## config.mk

```make
export PLATFORM = sky130hd
export DESIGN_NAME = rsf_ctrl
export DESIGN_NICKNAME = d
export VERILOG_FILES = /design/src/rtl/rsf_pkg.sv /design/src/rtl/rsf_sync_if.sv /design/src/rtl/rsf_pg_filter.sv /design/src/rtl/rsf_sync_eng.sv /design/src/rtl/rsf_ctrl.sv
export VERILOG_INCLUDE_DIRS = /design/src /design/src/rtl
export SDC_FILE = /design/constraint.sdc
export NUM_CORES = 1
export LEC_CHECK = 0
export BUFFER_PORTS_ARGS = -buffer_cell sky130_fd_sc_hd__buf_2
export CORE_MARGIN = 3
export CORE_UTILIZATION = 40
export DETAILED_ROUTE_END_ITERATION = 16
export GPL_TIMING_DRIVEN = 0
export SLEW_MARGIN = 20
export SYNTH_ARGS = -nofsm -noshare
export SYNTH_HDL_FRONTEND = slang
export SYNTH_HIERARCHICAL = 1
export SYNTH_SLANG_ARGS = --single-unit
```

## constraint.sdc

```tcl
create_clock -name ref_clk -period 10.95 [get_ports ref_clk]
set_input_delay 2.19 -clock ref_clk [delete_from_list [all_inputs] [get_ports ref_clk]]
set_output_delay 2.19 -clock ref_clk [all_outputs]
set_load 0.03 [all_outputs]
```

## src/rtl/rsf_defs.svh

```systemverilog
`ifndef RSF_DEFS_SVH
`define RSF_DEFS_SVH

// ----------------------------------------
// Clock and timing
// ----------------------------------------
`define RSF_CLK_MHZ 125
`define RSF_TICK_US 1
`define RSF_TICK_CYC (`RSF_TICK_US * `RSF_CLK_MHZ)
`define RSF_DIV_W 7
`define RSF_PG_FILT_US 100
`define RSF_PG_FILT_TICKS (`RSF_PG_FILT_US / `RSF_TICK_US)
`define RSF_SYNC_PW_NS 500
`define RSF_SYNC_PW_CYC ((`RSF_SYNC_PW_NS * `RSF_CLK_MHZ + 999) / 1000)
`define RSF_DROP_EXTRA_NS 100
`define RSF_DROP_EXTRA_CYC ((`RSF_DROP_EXTRA_NS * `RSF_CLK_MHZ + 999) / 1000)
`define RSF_DROP_DIV 12
`define RSF_DROP_EVERY 3
`define RSF_EXT_FREQ_PCT 80

// ----------------------------------------
// Register word offsets
// ----------------------------------------
`define RSF_REG_CTRL 4'h0
`define RSF_REG_CCFG0 4'h1
`define RSF_REG_CCFG1 4'h2
`define RSF_REG_GCFG 4'h3
`define RSF_REG_MODE 4'h4
`define RSF_REG_ON_T 4'h5
`define RSF_REG_OFF_T 4'h6
`define RSF_REG_RETRY 4'h7
`define RSF_REG_FREQ 4'h8
`define RSF_REG_PHASE 4'h9
`define RSF_REG_STATUS 4'hA

// ----------------------------------------
// Field positions and reset values
// ----------------------------------------
`define RSF_CC_SKIP_DECAY 0
`define RSF_CC_REQ_SHARE 2
`define RSF_CC_LATCH 3
`define RSF_CC_DISC_OFF 4
`define RSF_GC_MASTER 0
`define RSF_GC_INHIBIT 1
`define RSF_GC_REQ_EXT 4
`define RSF_ST_SYNC_DRV 10
`define RSF_CTRL_RST 2'h3
`define RSF_CCFG_RST 8'h00
`define RSF_GCFG_RST 8'h01
`define RSF_MODE_RST 2'h3
`define RSF_ON_T_RST 32'h03E8_0064
`define RSF_OFF_T_RST 32'h03E8_0064
`define RSF_RETRY_RST 16'h03E8
`define RSF_FREQ_RST 16'h01F4
`define RSF_PHASE_RST 32'h00FA_0000

`endif

```

## src/rtl/rsf_pkg.sv

```systemverilog
package rsf_pkg;

  // Channel sequencer states, one-hot.
  typedef enum logic [7:0] {
    CH_IDLE = 8'h01,
    CH_ON_WAIT = 8'h02,
    CH_SOFT = 8'h04,
    CH_REG = 8'h08,
    CH_OFF_WAIT = 8'h10,
    CH_RAMP_DN = 8'h20,
    CH_RETRY = 8'h40,
    CH_LATCH = 8'h80
  } rsf_cstate_t;

  // State of the top module, apart from its power-good filters and sync engine.
  typedef struct packed {
    logic ack;
    logic [31:0] rdata;
    logic [1:0] cmd_on;
    logic [1:0][7:0] ccfg;
    logic [7:0] gcfg;
    logic [1:0] fcm;
    logic [31:0] on_t;
    logic [31:0] off_t;
    logic [15:0] retry_t;
    logic [15:0] period;
    logic [31:0] phase;
    logic [6:0] div;
    rsf_cstate_t [1:0] st;
    logic [1:0][15:0] cnt;
    logic [1:0] own_fault;
    logic [1:0][15:0] ph_cnt;
    logic [1:0] ph_arm;
    logic [1:0] pwm_set;
    logic [1:0][1:0] drop_cyc;
    logic [1:0][15:0] drop_cnt;
  } rsf_top_st_t;

endpackage : rsf_pkg

```

## src/rtl/rsf_sync_if.sv

```systemverilog
`timescale 1ns/1ps
// Timing reference between the sequencer and the sync engine.
interface rsf_sync_if;
  logic [15:0] period;
  logic master_en;
  logic ref_edge;
  logic ext_ok;
  logic drive_on;
  modport ctrl (output period, output master_en, input ref_edge, input ext_ok, input drive_on);
  modport eng (input period, input master_en, output ref_edge, output ext_ok, output drive_on);
endinterface : rsf_sync_if

```

## src/rtl/rsf_pg_filter.sv

```systemverilog
`timescale 1ns/1ps
`include "rsf_defs.svh"
module rsf_pg_filter #(
  parameter int TICKS = `RSF_PG_FILT_TICKS
) (
  // Clock and reset
  input wire logic ref_clk,
  input wire logic rst_n,
  // Filter
  input wire logic tick,
  input wire logic raw,
  output logic filt
);
  typedef struct packed {
    logic out;
    logic [15:0] cnt;
  } rsf_pgf_st_t;
  rsf_pgf_st_t s_q, s_d;

  // Output follows only after the raw level has differed for the whole window.
  always_comb begin
    s_d = s_q;
    if (raw == s_q.out) begin
      s_d.cnt = 16'h0000;
    end else if (tick) begin
      if (s_q.cnt >= 16'(TICKS - 1)) begin
        s_d.out = raw;
        s_d.cnt = 16'h0000;
      end else begin
        s_d.cnt = s_q.cnt + 16'h0001;
      end
    end
  end

  // State register.
  always_ff @(posedge ref_clk or negedge rst_n) begin
    if (!rst_n) begin
      s_q <= '0;
    end else begin
      s_q <= s_d;
    end
  end

  assign filt = s_q.out;
endmodule : rsf_pg_filter

```

## src/rtl/rsf_sync_eng.sv

```systemverilog
`timescale 1ns/1ps
`include "rsf_defs.svh"
module rsf_sync_eng (
  // Clock and reset
  input wire logic ref_clk,
  input wire logic rst_n,
  // Open-drain sync pin
  input wire logic sync_in,
  output logic sync_out,
  output logic sync_oe,
  // Sequencer side
  rsf_sync_if.eng sif
);
  typedef struct packed {
    logic prev_in;
    logic [15:0] cnt;
    logic [6:0] pw;
    logic [16:0] ext_cnt;
    logic ext_ok;
    logic ref_edge;
  } rsf_sync_st_t;
  rsf_sync_st_t s_q, s_d;
  logic fall;
  logic foreign;
  logic int_edge;
  logic drive;

  // A falling edge while we are not pulling the line comes from another source.
  assign fall = s_q.prev_in & ~sync_in;
  assign foreign = fall & (s_q.pw == 7'h00);
  assign int_edge = (s_q.cnt >= sif.period - 16'h0001);
  assign drive = sif.master_en & ~s_q.ext_ok;

  // Oscillator, pulse generator and external clock qualification.
  always_comb begin
    s_d = s_q;
    s_d.prev_in = sync_in;
    s_d.ref_edge = 1'b0;
    s_d.cnt = int_edge ? 16'h0000 : s_q.cnt + 16'h0001;
    if (s_q.pw != 7'h00) begin
      s_d.pw = s_q.pw - 7'h01;
    end
    if (int_edge && drive) begin
      s_d.pw = 7'(`RSF_SYNC_PW_CYC);
    end
    if (s_q.ext_cnt != 17'h1FFFF) begin
      s_d.ext_cnt = s_q.ext_cnt + 17'h00001;
    end
    if (foreign) begin
      // Faster than the set fraction of the own rate: follow it and stop driving.
      s_d.ext_ok = (24'(s_q.ext_cnt) * 24'(`RSF_EXT_FREQ_PCT)) < (24'(sif.period) * 24'd100);
      s_d.ext_cnt = 17'h00000;
    end else if (s_q.ext_cnt > {sif.period, 1'b0}) begin
      s_d.ext_ok = 1'b0;
    end
    // Phase reference is the falling sync edge when following, else the own wrap.
    if (s_q.ext_ok) begin
      s_d.ref_edge = foreign;
      if (foreign) begin
        s_d.cnt = 16'h0000;
      end
    end else begin
      s_d.ref_edge = int_edge;
    end
  end

  // State register.
  always_ff @(posedge ref_clk or negedge rst_n) begin
    if (!rst_n) begin
      s_q <= '{prev_in: 1'b1, default: '0};
    end else begin
      s_q <= s_d;
    end
  end

  assign sync_out = 1'b0;
  assign sync_oe = (s_q.pw != 7'h00);
  assign sif.ref_edge = s_q.ref_edge;
  assign sif.ext_ok = s_q.ext_ok;
  assign sif.drive_on = drive;
endmodule : rsf_sync_eng

```

## src/rtl/rsf_ctrl.sv

```systemverilog
// The implementer's own choices: the register addresses and the Avalon-MM slave port.
`timescale 1ns/1ps
`include "rsf_defs.svh"
module rsf_ctrl (
  // Clock and reset
  input wire logic ref_clk,
  input wire logic rst_n,
  // Avalon-MM slave
  input wire logic [3:0] address,
  input wire logic read,
  input wire logic write,
  input wire logic [31:0] writedata,
  output logic [31:0] readdata,
  output logic waitrequest,
  // Channel inputs
  input wire logic [1:0] channel_run_input,
  input wire logic [1:0] uv_ok,
  input wire logic [1:0] vout_decayed,
  input wire logic [1:0] fault_det,
  input wire logic [1:0] reverse_current_flag,
  input wire logic [1:0] high_avg_current,
  input wire logic [1:0] dropout_det,
  // Shared device inputs
  input wire logic vin_above_on,
  input wire logic vin_below_off,
  input wire logic share_clk_in,
  // Shared open-drain fault line
  input wire logic shared_fault_line_in,
  output logic shared_fault_line_out,
  output logic shared_fault_line_oe,
  // Open-drain sync line
  input wire logic sync_in,
  output logic sync_out,
  output logic sync_oe,
  // Channel outputs
  output logic [1:0] power_good_out,
  output logic [1:0] stage_en,
  output logic [1:0] cont_mode,
  output logic [1:0] bottom_gate_off,
  output logic [1:0] top_force_off,
  output logic [1:0] ramp_up,
  output logic [1:0] ramp_down,
  output logic [1:0] pwm_set
);
  rsf_pkg::rsf_top_st_t s_q, s_d;
  rsf_sync_if sif ();
  logic tick;
  logic both_off;
  logic ext_inhibit;
  logic [1:0] pg_raw;

  // ----------------------------------------
  // Decoding helpers
  // ----------------------------------------

  // True while the power stage of a channel is switching.
  function automatic logic fn_stage_on(input rsf_pkg::rsf_cstate_t st, input logic disc_off);
    fn_stage_on = (st == rsf_pkg::CH_SOFT) || (st == rsf_pkg::CH_REG) ||
                  (st == rsf_pkg::CH_OFF_WAIT) || ((st == rsf_pkg::CH_RAMP_DN) && !disc_off);
  endfunction : fn_stage_on

  // True while a channel is off for the purpose of the write interlock.
  function automatic logic fn_is_off(input rsf_pkg::rsf_cstate_t st);
    fn_is_off = (st == rsf_pkg::CH_IDLE) || (st == rsf_pkg::CH_RETRY) ||
                (st == rsf_pkg::CH_LATCH);
  endfunction : fn_is_off

  // ----------------------------------------
  // Time base and shared conditions
  // ----------------------------------------

  // Microsecond tick from the clock divider.
  assign tick = (s_q.div == 7'(`RSF_TICK_CYC - 1));
  assign both_off = fn_is_off(s_q.st[0]) && fn_is_off(s_q.st[1]);
  // Fault line pulled low by someone else, honoured only with inhibit response.
  assign ext_inhibit = s_q.gcfg[`RSF_GC_INHIBIT] & ~shared_fault_line_in &
                       ~(|s_q.own_fault);
  assign sif.period = s_q.period;
  assign sif.master_en = s_q.gcfg[`RSF_GC_MASTER];

  // ----------------------------------------
  // Next-state logic
  // ----------------------------------------

  // Register file, channel sequencers, phase and dropout timing.
  always_comb begin
    logic on_ok;
    logic trip_o;
    logic disc_off;
    logic [7:0] cfg;
    logic [15:0] t_on;
    logic [15:0] t_rise;
    logic [15:0] t_off;
    logic [15:0] t_fall;
    logic [15:0] t_cnt;
    on_ok = 1'b0;
    trip_o = 1'b0;
    disc_off = 1'b0;
    cfg = 8'h00;
    t_on = s_q.on_t[15:0];
    t_rise = s_q.on_t[31:16];
    t_off = s_q.off_t[15:0];
    t_fall = s_q.off_t[31:16];
    t_cnt = 16'h0000;
    s_d = s_q;
    s_d.div = tick ? 7'h00 : s_q.div + 7'h01;

    // Bus slave: one wait cycle, then the answer with registered read data.
    s_d.ack = (read | write) & ~s_q.ack;
    if (read && !s_q.ack) begin
      unique case (address)
        `RSF_REG_CTRL: s_d.rdata = {30'h0, s_q.cmd_on};
        `RSF_REG_CCFG0: s_d.rdata = {24'h0, s_q.ccfg[0]};
        `RSF_REG_CCFG1: s_d.rdata = {24'h0, s_q.ccfg[1]};
        `RSF_REG_GCFG: s_d.rdata = {24'h0, s_q.gcfg};
        `RSF_REG_MODE: s_d.rdata = {30'h0, s_q.fcm};
        `RSF_REG_ON_T: s_d.rdata = s_q.on_t;
        `RSF_REG_OFF_T: s_d.rdata = s_q.off_t;
        `RSF_REG_RETRY: s_d.rdata = {16'h0, s_q.retry_t};
        `RSF_REG_FREQ: s_d.rdata = {16'h0, s_q.period};
        `RSF_REG_PHASE: s_d.rdata = s_q.phase;
        `RSF_REG_STATUS: begin
          s_d.rdata = {s_q.st[1], s_q.st[0], 5'h00, sif.drive_on, 4'h0, sif.ext_ok,
                       |s_q.own_fault, stage_en, power_good_out};
        end
        default: s_d.rdata = 32'h0000_0000;
      endcase
    end
    if (write && s_q.ack) begin
      unique case (address)
        `RSF_REG_CTRL: s_d.cmd_on = writedata[1:0];
        `RSF_REG_CCFG0: s_d.ccfg[0] = writedata[7:0];
        `RSF_REG_CCFG1: s_d.ccfg[1] = writedata[7:0];
        `RSF_REG_GCFG: s_d.gcfg = writedata[7:0];
        `RSF_REG_MODE: s_d.fcm = writedata[1:0];
        `RSF_REG_ON_T: s_d.on_t = writedata;
        `RSF_REG_OFF_T: s_d.off_t = writedata;
        `RSF_REG_RETRY: s_d.retry_t = writedata[15:0];
        `RSF_REG_FREQ: begin
          if (both_off && writedata[15:0] != 16'h0000) begin
            s_d.period = writedata[15:0];
          end
        end
        `RSF_REG_PHASE: begin
          if (both_off) begin
            s_d.phase = writedata;
          end
        end
        default: ;
      endcase
    end

    // Each channel runs its own sequencer; only the own_fault mask on ext_inhibit couples one to the other.
    for (int i = 0; i < 2; i++) begin
      cfg = s_q.ccfg[i];
      disc_off = cfg[`RSF_CC_DISC_OFF];
      t_cnt = s_q.cnt[i];
      trip_o = vin_below_off | ext_inhibit |
               (cfg[`RSF_CC_REQ_SHARE] & ~share_clk_in) |
               (s_q.gcfg[`RSF_GC_REQ_EXT] & ~sif.ext_ok);
      on_ok = s_q.cmd_on[i] & channel_run_input[i] & vin_above_on & ~trip_o;
      if (tick && t_cnt != 16'hFFFF) begin
        s_d.cnt[i] = t_cnt + 16'h0001;
      end
      unique case (s_q.st[i])
        rsf_pkg::CH_IDLE: begin
          s_d.cnt[i] = 16'h0000;
          s_d.own_fault[i] = 1'b0;
          if (on_ok) begin
            s_d.st[i] = rsf_pkg::CH_ON_WAIT;
          end
        end
        rsf_pkg::CH_ON_WAIT: begin
          if (!on_ok) begin
            s_d.st[i] = rsf_pkg::CH_IDLE;
          end else if (tick && t_cnt >= t_on) begin
            s_d.st[i] = rsf_pkg::CH_SOFT;
            s_d.cnt[i] = 16'h0000;
          end
        end
        rsf_pkg::CH_SOFT, rsf_pkg::CH_REG: begin
          if (trip_o) begin
            s_d.st[i] = rsf_pkg::CH_IDLE;
          end else if (!on_ok) begin
            s_d.st[i] = rsf_pkg::CH_OFF_WAIT;
            s_d.cnt[i] = 16'h0000;
          end else if (s_q.st[i] == rsf_pkg::CH_SOFT && tick && t_cnt >= t_rise) begin
            s_d.st[i] = rsf_pkg::CH_REG;
          end
        end
        rsf_pkg::CH_OFF_WAIT: begin
          if (trip_o) begin
            s_d.st[i] = rsf_pkg::CH_IDLE;
          end else if (tick && t_cnt >= t_off) begin
            s_d.st[i] = rsf_pkg::CH_RAMP_DN;
            s_d.cnt[i] = 16'h0000;
          end
        end
        rsf_pkg::CH_RAMP_DN: begin
          if (trip_o) begin
            s_d.st[i] = rsf_pkg::CH_IDLE;
          end else if (disc_off ? vout_decayed[i] : (tick && t_cnt >= t_fall)) begin
            s_d.st[i] = rsf_pkg::CH_IDLE;
          end
        end
        rsf_pkg::CH_RETRY: begin
          // Longer of the retry time and this output's own decay.
          if (t_cnt >= s_q.retry_t &&
              (cfg[`RSF_CC_SKIP_DECAY] || vout_decayed[i])) begin
            s_d.st[i] = rsf_pkg::CH_IDLE;
          end
        end
        rsf_pkg::CH_LATCH: begin
          if (!channel_run_input[i] || !s_q.cmd_on[i]) begin
            s_d.st[i] = rsf_pkg::CH_IDLE;
          end
        end
      endcase
      // A local fault overrides everything while the channel is starting or on.
      if (fault_det[i] && !fn_is_off(s_q.st[i])) begin
        s_d.st[i] = cfg[`RSF_CC_LATCH] ? rsf_pkg::CH_LATCH : rsf_pkg::CH_RETRY;
        s_d.cnt[i] = 16'h0000;
        s_d.own_fault[i] = 1'b1;
      end

      // Phase delay from the reference edge to the top-switch set pulse.
      s_d.pwm_set[i] = 1'b0;
      if (sif.ref_edge) begin
        s_d.ph_cnt[i] = 16'h0000;
        s_d.ph_arm[i] = 1'b1;
      end else if (s_q.ph_arm[i]) begin
        if (s_q.ph_cnt[i] >= s_q.phase[16*i +: 16]) begin
          s_d.pwm_set[i] = 1'b1;
          s_d.ph_arm[i] = 1'b0;
        end else begin
          s_d.ph_cnt[i] = s_q.ph_cnt[i] + 16'h0001;
        end
      end

      // Dropout refresh: every third cycle hold the top switch off briefly.
      if (s_q.drop_cnt[i] != 16'h0000) begin
        s_d.drop_cnt[i] = s_q.drop_cnt[i] - 16'h0001;
      end
      if (s_q.pwm_set[i]) begin
        if (!dropout_det[i]) begin
          s_d.drop_cyc[i] = 2'h0;
        end else if (s_q.drop_cyc[i] == 2'(`RSF_DROP_EVERY - 1)) begin
          s_d.drop_cyc[i] = 2'h0;
          s_d.drop_cnt[i] = 16'(s_q.period / 16'(`RSF_DROP_DIV)) +
                            16'(`RSF_DROP_EXTRA_CYC);
        end else begin
          s_d.drop_cyc[i] = s_q.drop_cyc[i] + 2'h1;
        end
      end
    end
  end

  // ----------------------------------------
  // State register
  // ----------------------------------------

  // All state of the block except the power-good filters and sync engine in one register.
  always_ff @(posedge ref_clk or negedge rst_n) begin
    if (!rst_n) begin
      s_q <= '{
        cmd_on: `RSF_CTRL_RST,
        ccfg: {`RSF_CCFG_RST, `RSF_CCFG_RST},
        gcfg: `RSF_GCFG_RST,
        fcm: `RSF_MODE_RST,
        on_t: `RSF_ON_T_RST,
        off_t: `RSF_OFF_T_RST,
        retry_t: `RSF_RETRY_RST,
        period: `RSF_FREQ_RST,
        phase: `RSF_PHASE_RST,
        st: '{rsf_pkg::CH_IDLE, rsf_pkg::CH_IDLE},
        default: '0
      };
    end else begin
      s_q <= s_d;
    end
  end

  // ----------------------------------------
  // Outputs
  // ----------------------------------------

  // Bus answer.
  assign waitrequest = (read | write) & ~s_q.ack;
  assign readdata = s_q.rdata;

  // The fault line is pulled while any channel sits in its own fault.
  assign shared_fault_line_out = 1'b0;
  assign shared_fault_line_oe = |s_q.own_fault;

  // Gate-drive controls decoded from the sequencer state, mode bits, channel inputs and dropout counter.
  generate
    for (genvar g = 0; g < 2; g++) begin : g_chan
      logic disc;
      assign disc = s_q.ccfg[g][`RSF_CC_DISC_OFF];
      assign stage_en[g] = fn_stage_on(s_q.st[g], disc);
      assign cont_mode[g] = stage_en[g] && (s_q.st[g] != rsf_pkg::CH_SOFT) &&
                            (s_q.fcm[g] || high_avg_current[g]);
      assign bottom_gate_off[g] = stage_en[g] & ~cont_mode[g] &
                                  reverse_current_flag[g];
      assign top_force_off[g] = (s_q.drop_cnt[g] != 16'h0000);
      assign ramp_up[g] = (s_q.st[g] == rsf_pkg::CH_SOFT);
      assign ramp_down[g] = (s_q.st[g] == rsf_pkg::CH_RAMP_DN) && !disc;
      assign pwm_set[g] = s_q.pwm_set[g] & stage_en[g];
      assign pg_raw[g] = uv_ok[g] & stage_en[g];
      rsf_pg_filter #(
        .TICKS(`RSF_PG_FILT_TICKS)
      ) u_pg (
        .ref_clk(ref_clk),
        .rst_n(rst_n),
        .tick(tick),
        .raw(pg_raw[g]),
        .filt(power_good_out[g])
      );
    end
  endgenerate

  // Sync line master, follower and election.
  rsf_sync_eng u_sync (
    .ref_clk(ref_clk),
    .rst_n(rst_n),
    .sync_in(sync_in),
    .sync_out(sync_out),
    .sync_oe(sync_oe),
    .sif(sif)
  );
endmodule : rsf_ctrl

```

==> run metrics <==
Yosys cell types=97; crit-path max cell delay=0.67 ns; M3 GR Usage=0.0285; register bit total from synthesis=395; Post-Synthesis Cell Area=0.0281 mm2; CORE AREA=0.0691 mm2; initial antenna violation count=3; layout cells sized above 1=0.132; antenna violation net count after detailed routing=0; fin. max-slew vios=0; crit path launch type=register; sequential area share after synthesis=0.354; latest clock arrival within the worst-skew pair=0.60 ns; Syn Nets=3458; largest net degree at the start of global routing=95; status=finished clean; commonest cells after routing, fill and taps aside=ha_1 (355), dfrtp_1 (351), nand2_1 (255); DP HPWL=64900 um; Placed Cells=4075; clock-pin slew on the worst setup and hold paths=0.06 ns; area post-placement=0.0300 mm2; critical-path maximum fanout=7; leakage power=15.7 nW; Cells after Synth=3032; FF+latch area=0.00994 mm2; DIE AREA=0.0734 mm2; routed len/inst=20.1 um; CTS tree=built; final wirelength=83700 um; vias in the first global route=22126; via count=22830; RePlAce Congestion=0.920; pwr dens=185 mW/mm2; final period utilization=0.498; RSZ-0062 raised after global routing=false; Worst-Margin Slew=1.02 ns; critical path data required time=8.76 ns; busiest grt layer=met2; P&R area growth vs syn=12.9%; Initial Util=0.407; H-tree lvl count=2; final net count=3621; clock sinks=395; Worst setup EP type=output port; max-capacitance violation count=0; critical path data arrival time=3.26 ns; port bufs=102; Syn. warnings=6; GR Util met2=0.378; Pwr Total=5.86 mW; Longest Clk Path Bufs=3; Overflow after GRT=0; worst setup margin=5.50 ns; Multi-input gate area=0.0167 mm2; post-place setup slack=5.68 ns; first-pass GRT wire length=130000 um; Root Buffer=clkbuf_16; starting DRC count in detailed routing=1820; cell mode on critical path=or2_2; boundary pin count=112; Die Height=271 um; Setup CP Type=reg -> out; commonest non-fill, non-tap cell in the layout=ha_1; min Tclk post-route=5.45 ns; via/cell ratio=5.48; Post-synth EDFFs=0; Worst Clk Skew=0.0363 ns; Pre-Repair DR Iteration Count=6; critical path cell sequence=clkbuf_1, or2_2, nor4_1, and3_1, or2_2, nor2_2, inv_1, buf_2; fill count=6770; fin cells=4168; Post CTS Setup Buffer Count=0; # resized after CTS=0; GRT Util Overall=0.226; total CTS buffers=49; Hold Path Class=reg -> reg; # hold bufs at CTS=0; met1 usage=0.305; row count=96; slew margin rel.=0.314; fmax=183 MHz; DRC Markers=0; final hold violations=0; maximum vdd drop=103 uV; Primary FF master, synth=dfrtp_1; Worst path slowest cell=nor2_2; final instance area=0.0317 mm2; setup violators final=0; Mean Syn Cell Area=9.27 um2; Die Wd=271 um; asr flop ratio synth=1.00
## worst paths after layout
check / from / end / slack, ns / cells past startpoint
worst min register to register: readdata[13] / readdata[13] / 0.48 / 1
min in group asynchronous: rst_n / u_sync/s_q[15] / 1.53 / 1
worst min-delay path: readdata[13] / readdata[13] / 0.48 / 1
worst max register to register: sif.period[2] / u_sync/sif.ext_ok / 5.78 / 18
max in group asynchronous: rst_n / s_q[218] / 8.11 / 3
worst max-delay path: s_q[113] / stage_en[0] / 5.50 / 8
## logic make-up (layout without fill, tap and decap cells)
group                    after synthesis  count (layout)  synth area share
AO/OA/AOI/OAI                        686             686             0.163
XOR/XNOR                             180             180            0.0567
adder cells (fa/ha/maj)              367             367             0.167
buffers and inverters                355             559            0.0534
flip-flops                           395             395             0.354
multiplexers                         101             101            0.0405
other                                  2               3          0.000267
AND/OR/NAND/NOR                      946             946             0.166
## report_power, final
part,switching (mW),internal (mW),total [mW],leakage (nW)
Sequential,0.265,1.75,2.01,5.05
Clock,0.685,1.03,1.72,0.831
Combinational,1.27,0.862,2.13,9.84
## through the flow
step	util	TNS (ns)	hold WS [ns]
global placement	0.431	-189.31	0.464
detailed placement	0.434	0	0.467
CTS	0.459	0	0.482
floorplan	-	0	0.439
finish	0.459	0	0.476
global route	0.459	0	0.496
## registers in the layout, summed over array words and instances (netlist names), 2 cells and up
register,cells
s_q,268
u_sync/s_q,41
g_chan.u_pg/s_q,32
readdata,32
sif.period,16
g_chan.disc,2
g_chan.u_pg/filt,2
## layer usage
layer,part of all wire,vias to the layer above
li1,-,11088
met5,0.00011,-
met2,0.47,567
met1,0.45,11051
met3,0.050,122
met4,0.032,2
## worst max-delay path: cells and delay by family (launching register included)
kind / cells / cell delay [ns]
buf+inv: 3 / 0.84
flops: 1 / 0.32
simple gates: 5 / 1.52
## layout make-up
type                            instances  area share
Multi-Input combinational cell       2282       0.527
Sequential cell                       395       0.314
Clock buffer                           63      0.0432
Tap cell                              931      0.0367
Inverter                              222      0.0263
Timing Repair Buffer                  112      0.0213
Buffer                                133      0.0210
Clock inverter                         29      0.0111
Antenna cell                            1   0.0000789
## synthesized netlist by cell type, types with 25 or more instances
master / count / share of area
dfstp_2: 44 / 0.041
clkbuf_1: 81 / 0.011
xnor2_1: 83 / 0.026
nor2_1: 234 / 0.031
ha_1: 355 / 0.16
a21o_1: 109 / 0.029
inv_1: 220 / 0.029
nand2_1: 255 / 0.034
o21ai_0: 188 / 0.033
mux2_2: 82 / 0.033
a221oi_1: 25 / 0.0078
nand4_1: 44 / 0.0098
nand3_1: 94 / 0.017
a21oi_1: 130 / 0.023
xor2_1: 95 / 0.030
a22o_1: 25 / 0.0078
dfrtp_1: 351 / 0.31
buf_4: 36 / 0.0096
nor3_1: 69 / 0.012
nand2b_1: 49 / 0.011
a22oi_1: 35 / 0.0094
and3_1: 37 / 0.0082
nor2b_1: 34 / 0.0076
and2_1: 34 / 0.0076
Note: power is estimated with default switching activity, not from simulation.
